==> src/hdl/qogc_defs.vh <==
// constants for the offset, gain and coarse mixer register bank
`ifndef QOGC_DEFS_VH
`define QOGC_DEFS_VH

// ****************************************************************
// register indices (byte address is four times the index)
// ****************************************************************
`define QOGC_IDX_W          6
`define QOGC_IDX_C_OFFSET   6'h0A
`define QOGC_IDX_D_OFFSET   6'h0B
`define QOGC_IDX_A_GAIN     6'h0C
`define QOGC_IDX_B_GAIN_MIX 6'h0D
`define QOGC_IDX_C_GAIN     6'h0E
`define QOGC_IDX_AS_CTRL    6'h1E
`define QOGC_IDX_ACT_OFS    6'h1F

// ****************************************************************
// reset values
// ****************************************************************
`define QOGC_RST_OFFSET     16'h0000
`define QOGC_RST_GAIN       16'h0400
`define QOGC_RST_AS_EN      1'h1
`define QOGC_UNITY_GAIN     11'h400

// ****************************************************************
// field positions
// ****************************************************************
`define QOGC_REG_W          16
`define QOGC_OFS_W          13
`define QOGC_OFS_MSB        12
`define QOGC_GAIN_W         11
`define QOGC_GAIN_MSB       10
`define QOGC_GAIN_FRAC      10
`define QOGC_CMIX_F8        15
`define QOGC_CMIX_F4        14
`define QOGC_CMIX_F2        13
`define QOGC_CMIX_NF4       12
`define QOGC_AS_EN_BIT      0
`define QOGC_ACT_D_LSB      16

// ****************************************************************
// bus responses
// ****************************************************************
`define QOGC_RESP_OKAY      2'h0
`define QOGC_RESP_SLVERR    2'h2

`endif

==> src/hdl/qogc_corr.v <==
// one channel of gain and offset correction with saturation
`timescale 1ns/100ps
`include "qogc_defs.vh"

module qogc_corr #(
  parameter SMP_W = 16
) (
  // clock and reset
  input  wire                        i_clk,
  input  wire                        i_rst,
  // sample and correction values
  input  wire [SMP_W-1:0]            i_smp,
  input  wire [`QOGC_GAIN_MSB:0]     i_gain,
  input  wire [`QOGC_OFS_MSB:0]      i_offset,
  // corrected sample
  output reg  [SMP_W-1:0]            o_smp
);

  wire signed [SMP_W+11:0] prod;
  wire signed [SMP_W+1:0]  scaled;
  wire signed [SMP_W+2:0]  sum;
  wire                     ovf;
  wire [SMP_W-1:0]         sat;

  // gain is unsigned 1.10 fixed point, so a zero bit is prefixed
  assign prod   = $signed(i_smp) * $signed({1'b0, i_gain});
  assign scaled = prod[SMP_W+11:`QOGC_GAIN_FRAC];
  // offset counted in converter lsbs, added after the gain
  assign sum    = {scaled[SMP_W+1], scaled} + {{(SMP_W-10){i_offset[`QOGC_OFS_MSB]}}, i_offset};
  // clip instead of wrapping; a wrap would flip the sign of a full-scale tone
  assign ovf    = ~((&sum[SMP_W+2:SMP_W-1]) | ~(|sum[SMP_W+2:SMP_W-1]));
  assign sat    = sum[SMP_W+2] ? {1'b1, {(SMP_W-1){1'b0}}} : {1'b0, {(SMP_W-1){1'b1}}};

  // registered result
  always @(posedge i_clk)
  begin
    if (i_rst)
      o_smp <= {SMP_W{1'b0}};
    else
      o_smp <= ovf ? sat : sum[SMP_W-1:0];
  end

endmodule // qogc_corr

==> src/hdl/qogc_regs.v <==
// offset, gain and coarse mixer registers with an AXI4-Lite slave and datapath
`timescale 1ns/100ps
`include "qogc_defs.vh"

// Overview of operation
// - channel C and D offsets are 13-bit fields 12:0, lsb units, reset zero
// - channel D offset sits in bits 12:0 of its own register, lsb units
// - with auto-sync enabled, writing channel C offset fires an auto-sync
// - auto-sync loads C and D offsets into correction in one cycle
// - writing channel D offset alone leaves the active correction untouched
// - gains A, B, C are unsigned 11-bit fields 10:0, reset to unity
// - gain binary point between bits 9 and 10: one integer, ten fraction bits
// - coarse mixer is 4-bit field 15:12 of channel B gain register, reset zero
// - bit 15 rate/8, bit 14 rate/4, bit 13 rate/2, bit 12 minus rate/4
// - several mixer bits cascade, reaching any plus or minus n/8 of rate
// - reserved upper bits reset to zero; software keeps them zero
module qogc_regs #(
  parameter ADDR_W = 8,
  parameter SMP_W  = 16
) (
  // clock and reset
  input  wire                I_MCLK,
  input  wire                I_RST,
  // axi4-lite write address
  input  wire [ADDR_W-1:0]   S_AXI_AWADDR,
  input  wire [2:0]          S_AXI_AWPROT,
  input  wire                S_AXI_AWVALID,
  output wire                S_AXI_AWREADY,
  // axi4-lite write data
  input  wire [31:0]         S_AXI_WDATA,
  input  wire [3:0]          S_AXI_WSTRB,
  input  wire                S_AXI_WVALID,
  output wire                S_AXI_WREADY,
  // axi4-lite write response
  output wire [1:0]          S_AXI_BRESP,
  output wire                S_AXI_BVALID,
  input  wire                S_AXI_BREADY,
  // axi4-lite read address
  input  wire [ADDR_W-1:0]   S_AXI_ARADDR,
  input  wire [2:0]          S_AXI_ARPROT,
  input  wire                S_AXI_ARVALID,
  output wire                S_AXI_ARREADY,
  // axi4-lite read data
  output wire [31:0]         S_AXI_RDATA,
  output wire [1:0]          S_AXI_RRESP,
  output wire                S_AXI_RVALID,
  input  wire                S_AXI_RREADY,
  // input samples
  input  wire                I_SMP_VALID,
  input  wire [SMP_W-1:0]    I_SMP_A,
  input  wire [SMP_W-1:0]    I_SMP_B,
  input  wire [SMP_W-1:0]    I_SMP_C,
  input  wire [SMP_W-1:0]    I_SMP_D,
  // corrected samples
  output wire                O_SMP_VALID,
  output wire [SMP_W-1:0]    O_SMP_A,
  output wire [SMP_W-1:0]    O_SMP_B,
  output wire [SMP_W-1:0]    O_SMP_C,
  output wire [SMP_W-1:0]    O_SMP_D,
  // coarse mixer rotation, in eighths of the sample rate
  output wire [2:0]          O_CMIX_STEP,
  output wire [2:0]          O_CMIX_PHASE
);

  // ****************************************************************
  // declarations
  // ****************************************************************
  reg                      aw_held_reg;
  reg  [ADDR_W-1:0]        aw_addr_reg;
  reg                      w_held_reg;
  reg  [15:0]              w_data_reg;
  reg  [1:0]               w_strb_reg;
  reg                      bvalid_reg;
  reg  [1:0]               bresp_reg;
  reg                      rvalid_reg;
  reg  [1:0]               rresp_reg;
  reg  [31:0]              rdata_reg;

  reg  [15:0]              c_ofs_reg;
  reg  [15:0]              d_ofs_reg;
  reg  [15:0]              a_gain_reg;
  reg  [15:0]              b_gain_reg;
  reg  [15:0]              c_gain_reg;
  reg                      as_en_reg;
  reg  [`QOGC_OFS_MSB:0]   act_c_reg;
  reg  [`QOGC_OFS_MSB:0]   act_d_reg;

  reg                      valid_reg;
  reg  [2:0]               cmix_step_reg;
  reg  [2:0]               cmix_phase_reg;

  wire [`QOGC_IDX_W-1:0]   wr_idx;
  wire [`QOGC_IDX_W-1:0]   rd_idx;
  wire                     do_wr;
  wire                     do_rd;
  wire                     wr_c_ofs;
  wire                     wr_d_ofs;
  wire                     wr_a_gain;
  wire                     wr_b_gain;
  wire                     wr_c_gain;
  wire                     wr_as;
  wire                     wr_hit;
  wire [15:0]              c_ofs_next;
  wire                     autosync;
  reg  [31:0]              rd_word;
  reg                      rd_hit;
  wire [2:0]               cmix_step_next;

  wire [4*SMP_W-1:0]       smp_in;
  wire [4*SMP_W-1:0]       smp_out;
  wire [4*`QOGC_GAIN_W-1:0] gain_bus;
  wire [4*`QOGC_OFS_W-1:0] ofs_bus;

  // ****************************************************************
  // byte-lane merge
  // ****************************************************************
  // only the two low lanes carry register bits; upper lanes are dropped
  function [15:0] merge;
    input [15:0] old_val;
    input [15:0] new_val;
    input [1:0]  strb;
    begin
      merge[7:0]  = strb[0] ? new_val[7:0]  : old_val[7:0];
      merge[15:8] = strb[1] ? new_val[15:8] : old_val[15:8];
    end
  endfunction

  // ****************************************************************
  // axi4-lite write channels
  // ****************************************************************
  // address and data are held separately so they may arrive in any order
  assign S_AXI_AWREADY = ~aw_held_reg;
  assign S_AXI_WREADY  = ~w_held_reg;
  assign S_AXI_BVALID  = bvalid_reg;
  assign S_AXI_BRESP   = bresp_reg;
  assign do_wr         = aw_held_reg & w_held_reg & ~bvalid_reg;
  assign wr_idx        = aw_addr_reg[`QOGC_IDX_W+1:2];

  // capture of address and data, then one response per write
  always @(posedge I_MCLK)
  begin
    if (I_RST)
    begin
      aw_held_reg <= 1'b0;
      aw_addr_reg <= {ADDR_W{1'b0}};
      w_held_reg  <= 1'b0;
      w_data_reg  <= 16'h0000;
      w_strb_reg  <= 2'h0;
      bvalid_reg  <= 1'b0;
      bresp_reg   <= `QOGC_RESP_OKAY;
    end
    else
    begin
      if (S_AXI_AWVALID & ~aw_held_reg)
      begin
        aw_held_reg <= 1'b1;
        aw_addr_reg <= S_AXI_AWADDR;
      end
      else if (do_wr)
        aw_held_reg <= 1'b0;
      if (S_AXI_WVALID & ~w_held_reg)
      begin
        w_held_reg <= 1'b1;
        w_data_reg <= S_AXI_WDATA[15:0];
        w_strb_reg <= S_AXI_WSTRB[1:0];
      end
      else if (do_wr)
        w_held_reg <= 1'b0;
      if (do_wr)
      begin
        bvalid_reg <= 1'b1;
        bresp_reg  <= wr_hit ? `QOGC_RESP_OKAY : `QOGC_RESP_SLVERR;
      end
      else if (S_AXI_BREADY)
        bvalid_reg <= 1'b0;
    end
  end

  // ****************************************************************
  // write decode
  // ****************************************************************
  assign wr_c_ofs  = do_wr & (wr_idx == `QOGC_IDX_C_OFFSET);
  assign wr_d_ofs  = do_wr & (wr_idx == `QOGC_IDX_D_OFFSET);
  assign wr_a_gain = do_wr & (wr_idx == `QOGC_IDX_A_GAIN);
  assign wr_b_gain = do_wr & (wr_idx == `QOGC_IDX_B_GAIN_MIX);
  assign wr_c_gain = do_wr & (wr_idx == `QOGC_IDX_C_GAIN);
  assign wr_as     = do_wr & (wr_idx == `QOGC_IDX_AS_CTRL);
  assign wr_hit    = wr_c_ofs | wr_d_ofs | wr_a_gain | wr_b_gain | wr_c_gain | wr_as;
  assign c_ofs_next = merge(c_ofs_reg, w_data_reg, w_strb_reg);

  // a channel C offset write is the sync point for the CD pair
  assign autosync  = wr_c_ofs & as_en_reg;

  // ****************************************************************
  // configuration registers
  // ****************************************************************
  // reserved bits of the offset and gain registers are stored as written so factory settings read back
  always @(posedge I_MCLK)
  begin
    if (I_RST)
    begin
      c_ofs_reg  <= `QOGC_RST_OFFSET;
      d_ofs_reg  <= `QOGC_RST_OFFSET;
      a_gain_reg <= `QOGC_RST_GAIN;
      b_gain_reg <= `QOGC_RST_GAIN;
      c_gain_reg <= `QOGC_RST_GAIN;
      as_en_reg  <= `QOGC_RST_AS_EN;
    end
    else
    begin
      if (wr_c_ofs)
        c_ofs_reg <= c_ofs_next;
      if (wr_d_ofs)
        d_ofs_reg <= merge(d_ofs_reg, w_data_reg, w_strb_reg);
      if (wr_a_gain)
        a_gain_reg <= merge(a_gain_reg, w_data_reg, w_strb_reg);
      if (wr_b_gain)
        b_gain_reg <= merge(b_gain_reg, w_data_reg, w_strb_reg);
      if (wr_c_gain)
        c_gain_reg <= merge(c_gain_reg, w_data_reg, w_strb_reg);
      if (wr_as & w_strb_reg[0])
        as_en_reg <= w_data_reg[`QOGC_AS_EN_BIT];
    end
  end

  // ****************************************************************
  // active cd offsets
  // ****************************************************************
  // both halves load together so the pair never shows a half update;
  // a channel D write alone only changes the shadow
  always @(posedge I_MCLK)
  begin
    if (I_RST)
    begin
      act_c_reg <= {`QOGC_OFS_W{1'b0}};
      act_d_reg <= {`QOGC_OFS_W{1'b0}};
    end
    else if (autosync)
    begin
      act_c_reg <= c_ofs_next[`QOGC_OFS_MSB:0];
      act_d_reg <= d_ofs_reg[`QOGC_OFS_MSB:0];
    end
  end

  // ****************************************************************
  // axi4-lite read channels
  // ****************************************************************
  assign S_AXI_ARREADY = ~rvalid_reg;
  assign S_AXI_RVALID  = rvalid_reg;
  assign S_AXI_RRESP   = rresp_reg;
  assign S_AXI_RDATA   = rdata_reg;
  assign do_rd         = S_AXI_ARVALID & ~rvalid_reg;
  assign rd_idx        = S_AXI_ARADDR[`QOGC_IDX_W+1:2];

  // read mux; bits above the register width read as zero
  always @*
  begin
    rd_word = 32'h00000000;
    rd_hit  = 1'b1;
    case (rd_idx)
      `QOGC_IDX_C_OFFSET:   rd_word[15:0] = c_ofs_reg;
      `QOGC_IDX_D_OFFSET:   rd_word[15:0] = d_ofs_reg;
      `QOGC_IDX_A_GAIN:     rd_word[15:0] = a_gain_reg;
      `QOGC_IDX_B_GAIN_MIX: rd_word[15:0] = b_gain_reg;
      `QOGC_IDX_C_GAIN:     rd_word[15:0] = c_gain_reg;
      `QOGC_IDX_AS_CTRL:    rd_word[`QOGC_AS_EN_BIT] = as_en_reg;
      `QOGC_IDX_ACT_OFS:
      begin
        rd_word[`QOGC_OFS_MSB:0] = act_c_reg;
        rd_word[`QOGC_ACT_D_LSB+`QOGC_OFS_MSB:`QOGC_ACT_D_LSB] = act_d_reg;
      end
      default:              rd_hit = 1'b0;
    endcase
  end

  // one read at a time; data registered a cycle after the address
  always @(posedge I_MCLK)
  begin
    if (I_RST)
    begin
      rvalid_reg <= 1'b0;
      rresp_reg  <= `QOGC_RESP_OKAY;
      rdata_reg  <= 32'h00000000;
    end
    else if (do_rd)
    begin
      rvalid_reg <= 1'b1;
      rresp_reg  <= rd_hit ? `QOGC_RESP_OKAY : `QOGC_RESP_SLVERR;
      rdata_reg  <= rd_word;
    end
    else if (S_AXI_RREADY)
      rvalid_reg <= 1'b0;
  end

  // ****************************************************************
  // coarse mixer
  // ****************************************************************
  // each bit adds its own rotation; the sum wraps modulo eight eighths,
  // so minus rate/4 is plus six eighths
  assign cmix_step_next = {b_gain_reg[`QOGC_CMIX_F2], b_gain_reg[`QOGC_CMIX_F4], b_gain_reg[`QOGC_CMIX_F8]}
                        + (b_gain_reg[`QOGC_CMIX_NF4] ? 3'h6 : 3'h0);

  // phase advances once per valid sample, aligned with the corrected output
  always @(posedge I_MCLK)
  begin
    if (I_RST)
    begin
      cmix_step_reg  <= 3'h0;
      cmix_phase_reg <= 3'h0;
    end
    else
    begin
      cmix_step_reg <= cmix_step_next;
      if (I_SMP_VALID)
        cmix_phase_reg <= cmix_phase_reg + cmix_step_next;
    end
  end

  assign O_CMIX_STEP  = cmix_step_reg;
  assign O_CMIX_PHASE = cmix_phase_reg;

  // ****************************************************************
  // correction datapath
  // ****************************************************************
  // channel D gain and AB offsets are not held here: unity and zero
  assign smp_in   = {I_SMP_D, I_SMP_C, I_SMP_B, I_SMP_A};
  assign gain_bus = {`QOGC_UNITY_GAIN, c_gain_reg[`QOGC_GAIN_MSB:0],
                     b_gain_reg[`QOGC_GAIN_MSB:0], a_gain_reg[`QOGC_GAIN_MSB:0]};
  assign ofs_bus  = {act_d_reg, act_c_reg, {`QOGC_OFS_W{1'b0}}, {`QOGC_OFS_W{1'b0}}};

  // one correction slice per channel
  genvar ch;
  generate
    for (ch = 0; ch < 4; ch = ch + 1)
    begin : g_chan
      qogc_corr #(
        .SMP_W    (SMP_W)
      ) u_corr (
        .i_clk    (I_MCLK),
        .i_rst    (I_RST),
        .i_smp    (smp_in[ch*SMP_W +: SMP_W]),
        .i_gain   (gain_bus[ch*`QOGC_GAIN_W +: `QOGC_GAIN_W]),
        .i_offset (ofs_bus[ch*`QOGC_OFS_W +: `QOGC_OFS_W]),
        .o_smp    (smp_out[ch*SMP_W +: SMP_W])
      );
    end
  endgenerate

  // valid follows the one-cycle datapath latency
  always @(posedge I_MCLK)
  begin
    if (I_RST)
      valid_reg <= 1'b0;
    else
      valid_reg <= I_SMP_VALID;
  end

  assign O_SMP_VALID = valid_reg;
  assign O_SMP_A     = smp_out[0*SMP_W +: SMP_W];
  assign O_SMP_B     = smp_out[1*SMP_W +: SMP_W];
  assign O_SMP_C     = smp_out[2*SMP_W +: SMP_W];
  assign O_SMP_D     = smp_out[3*SMP_W +: SMP_W];

endmodule // qogc_regs

==> config.mk <==
export PLATFORM = sky130hd
export DESIGN_NAME = qogc_regs
export DESIGN_NICKNAME = d
export VERILOG_FILES = /design/src/hdl/qogc_corr.v /design/src/hdl/qogc_regs.v
export VERILOG_INCLUDE_DIRS = /design/src /design/src/hdl
export SDC_FILE = /design/constraint.sdc
export NUM_CORES = 2
export LEC_CHECK = 0
export ABC_AREA = 1
export BUFFER_PORTS_ARGS = -buffer_cell sky130_fd_sc_hd__buf_2
export CORE_ASPECT_RATIO = 0.6
export CORE_MARGIN = 5
export CORE_UTILIZATION = 45
export CTS_CLUSTER_SIZE = 40
export DETAILED_ROUTE_END_ITERATION = 10
export HOLD_SLACK_MARGIN = 0.15
export PLACE_DENSITY_LB_ADDON = 0.12
export SLEW_MARGIN = 5
export SYNTH_ARGS = -nofsm -noshare
export SYNTH_HDL_FRONTEND = slang
export SYNTH_HIERARCHICAL = 1
export SYNTH_SLANG_ARGS = --single-unit
export TNS_END_PERCENT = 5
==> constraint.sdc <==
create_clock -name I_MCLK -period 8.8 [get_ports I_MCLK]
set_input_delay 0.44 -clock I_MCLK [delete_from_list [all_inputs] [get_ports I_MCLK]]
set_output_delay 0.44 -clock I_MCLK [all_outputs]
set_load 0.01 [all_outputs]
==> impl_metrics.csv <==
group,metric,value,unit
clock_tree,cts_inserted_buffers,27,
clock_tree,cts_htree_levels,1,
cells_and_area,drive_gt1_share,6.54,%
floorplan,core,0.0898,mm^2
global_route,global_route_usage_sum,23.5,%
drt,initialDrtViolationCount,2419,
cells_and_area,finalCoreUtilization,48.8,%
drt,wl_per_cell,16.2,um
drt,detailed_route_via_count,34100,
timing,maxSlewHeadroom,29.2,%
worst_setup_path,arrival_time_at_the_worst_endpoint,7.99,ns
worst_setup_path,nature_of_the_critical_path_endpoint,"flip-flop",
worst_hold_path,worstHoldPathType,"input pin to flip-flop",
cells_and_area,design.final.nets,6789,
timing,grt_setup_unrepaired,"false",
floorplan,floorplan.die_area,0.0968,mm^2
worst_setup_path,cpMaxStageDelayCell,"dfxtp_1",
logic_synthesis,ys_dominant_reg_cell,"dfxtp_1",
floorplan,chipWidth,398,um
logic_synthesis,mappedNetlistArea,0.0407,mm^2
cells_and_area,biggest_register,"g_chan.u_corr/o_smp",
clock_tree,clk_transition_reported_paths,0.07,ns
clock_tree,cts_hold_repair.buffers,26,
drt,drtPass1Iterations,5,
drt,route.final.wire_length,112,mm
clock_tree,cts_setup_buffers,0,
clock_tree,cts-root-to-sink-buffers,3,
floorplan,top_level_ports,242,
placement,routabilityCongestion,0.911,
cells_and_area,fillCellCount,9253,
pwr,areal_power_density_over_the_cells,216,mW/mm^2
status,run_status,"finished, final reports clean",
logic_synthesis,syn_area_per_cell,7.28,um^2
logic_synthesis,edff_count_synth,0,
cells_and_area,synthToLayoutAreaGrowth,7.46,%
timing,worst_pin_slew,1.06,ns
job,maxCapViolations,0,
logic_synthesis,synth_cell_types,53,
worst_setup_path,crit_top_cell,"nand2_1",
global_route,grt_start_max_net_pins,77,
timing,timing.final.setup_violations,0,
worst_setup_path,critPathKind,"flip-flop to flip-flop",
logic_synthesis,post_synth_inst_count,5595,
clock_tree,cts_root_buffer,"clkbuf_16",
pwr,power_leakage,24.4,nW
timing,final.setup.tns,0,ns
drt,per_cell_via_count_in_the_routed_design,4.91,
worst_setup_path,critical_path.startpoint_type,"flip-flop",
placement,dp_hpwl,94.1,mm
placement,placedCellCount,6867,
logic_synthesis,yosysWarnings,6,
logic_synthesis,synth_sequential_area_ratio,11.6,%
timing,holdWs,0.183,ns
timing,clock_skew,0.0195,ns
clock_tree,clock_latency_of_the_later_clocked_register_in_the_worst_skew_pair,0.60,ns
drt,ant_nets,0,
floorplan,die_h,243,um
cells_and_area,final-instance-count-excl-fill,6942,
timing,max_freq,132,MHz
worst_setup_path,worst-endpoint-required,9.23,ns
worst_setup_path,crit_path_max_incr_delay,0.81,ns
clock_tree,cts_tree,"done",
pwr,peakVddDrop,0.000488,V
timing,slew_viol_final,0,
logic_synthesis,asyncSetResetFlopFracSynth,0,%
placement,placement.io_buffers,208,
drt,drc_errors,0,
timing,timing.final.crit_share,86.0,%
timing,timing_hold_violations_final,0,
global_route,grt_overflow,0,
clock_tree,clock_sink_count,237,
global_route,grt_antenna_before_repair,5,
worst_setup_path,cp_max_fo,15,
logic_synthesis,synth_seq_cells,237,
cells_and_area,largest_register_ff_count,64,
global_route,first_pass_grt_wire_length,184,mm
floorplan,rows,85,
pwr,totalPowerFinal,9.43,mW
global_route,vias_in_the_first_global_route,33800,
floorplan,effective_utilization_at_floorplan,45.4,%
clock_tree,cts_repair_resize_count,0,
timing,final.min_clock_period,7.57,ns
## critical path: cells and delay by family, from the launching register on
family          cells  cell delay (ns)
xor+xnor            1             0.14
simple gates       10             1.40
fa+ha+maj           7             3.26
buf+inv             3             0.34
compound gates      7             1.43
flops               1             0.81
## worst paths after layout
kind	endpoint	slack [ns]	cells after the start	startpoint
max	g_chan[2].u_corr/o_smp[9]$_SDFF_PP0_	1.23	28	c_gain_reg[3]$_SDFFE_PP0P_
min	S_AXI_RVALID$_SDFFE_PP0P_	0.18	3	S_AXI_RREADY
max reg2reg	g_chan[2].u_corr/o_smp[9]$_SDFF_PP0_	1.23	28	c_gain_reg[3]$_SDFFE_PP0P_
min reg2reg	d_ofs_reg[13]$_SDFFE_PP0P_	0.46	2	d_ofs_reg[13]$_SDFFE_PP0P_
## metal layers
metal	part of all wire, %	wire length [um]	GRT usage (%)	vias up
met4	1.3	1470	2.87	2
met1	52	58400	37.5	16300
met3	6.7	7570	3.88	74
met5	0.011	12	0	-
li1	-	-	-	16800
met2	40	45000	34.0	893
## where the power goes
group          switching (mW)  total, mW  internal, mW
registers              0.0578       1.24          1.18
clock network           0.542       1.19         0.645
logic                    4.60       7.01          2.41
## layout make-up
| class | count | area, um^2 | share of cell area [%] |
|---|---|---|---|
| Antenna cell | 1 | 2.50 | 0.00572 |
| Timing Repair Buffer | 251 | 1430 | 3.27 |
| Clock inverter | 13 | 130 | 0.297 |
| Sequential cell | 237 | 4740 | 10.8 |
| Multi-Input combinational cell | 3794 | 30000 | 68.4 |
| Inverter | 1393 | 5230 | 12.0 |
| Clock buffer | 35 | 756 | 1.73 |
| Tap cell | 1218 | 1520 | 3.48 |
## Yosys cell counts, types with 40 or more instances
master    number  area share, %
xnor2_1       52            1.1
o21ai_0      213            2.6
fa_1         645             32
a21oi_2       40           0.86
dfxtp_1      237             12
nand3_1      130            1.6
nand2_1     1431             13
ha_1         310            9.5
nor2_1       261            2.4
a21oi_1      316            3.9
inv_1       1386             13
xor2_1        83            1.8
clkbuf_1     183            1.7
## metrics by stage
stage / setup WS [ns] / area (um^2)
finish: 1.23 / 43800
global route: 0.589 / 43800
CTS: 1.31 / 43800
detailed placement: 1.39 / 42600
global placement: 1.48 / 42600
floorplan: 2.34 / 40900
## cells by family (layout without fill, tap and decap cells)
kind of cell	Yosys count	after routing	share of synthesized area, %
flip-flops	237	237	11.6
AO/OA/AOI/OAI	695	695	9.46
other	2	57	0.0184
adder cells (fa/ha/maj)	955	955	41.2
XOR/XNOR	135	135	2.90
AND/OR/NAND/NOR	1953	1953	19.4
buffers and inverters	1618	1692	15.3
## layout by cell type, fill, tap and decap left out, types with 4 or more instances in the layout
cell           count
nor4_1            15
o21a_1            11
inv_1           1386
o211ai_1           5
a31oi_1           21
o22ai_1           33
nand2_4            4
o21bai_1           9
nor3_1            27
ha_1             310
xor2_1            83
nor2_1           261
clkbuf_16         27
nand3_2           18
clkbuf_8           5
buf_4             18
xnor2_1           52
nand2_1         1431
a21oi_2           40
nand3_1          130
o21ai_1           19
a21oi_1          316
and3_1             9
a211oi_1          10
o21ai_0          213
nor2_2             6
dfxtp_1          237
conb_1            56
a21o_1             8
nand2_2           22
dlygate4sd3_1     26
fa_1             645
nand4_1           19
inv_6              4
inv_2              4
buf_2            207
Note: power is estimated with default switching activity, not from simulation.
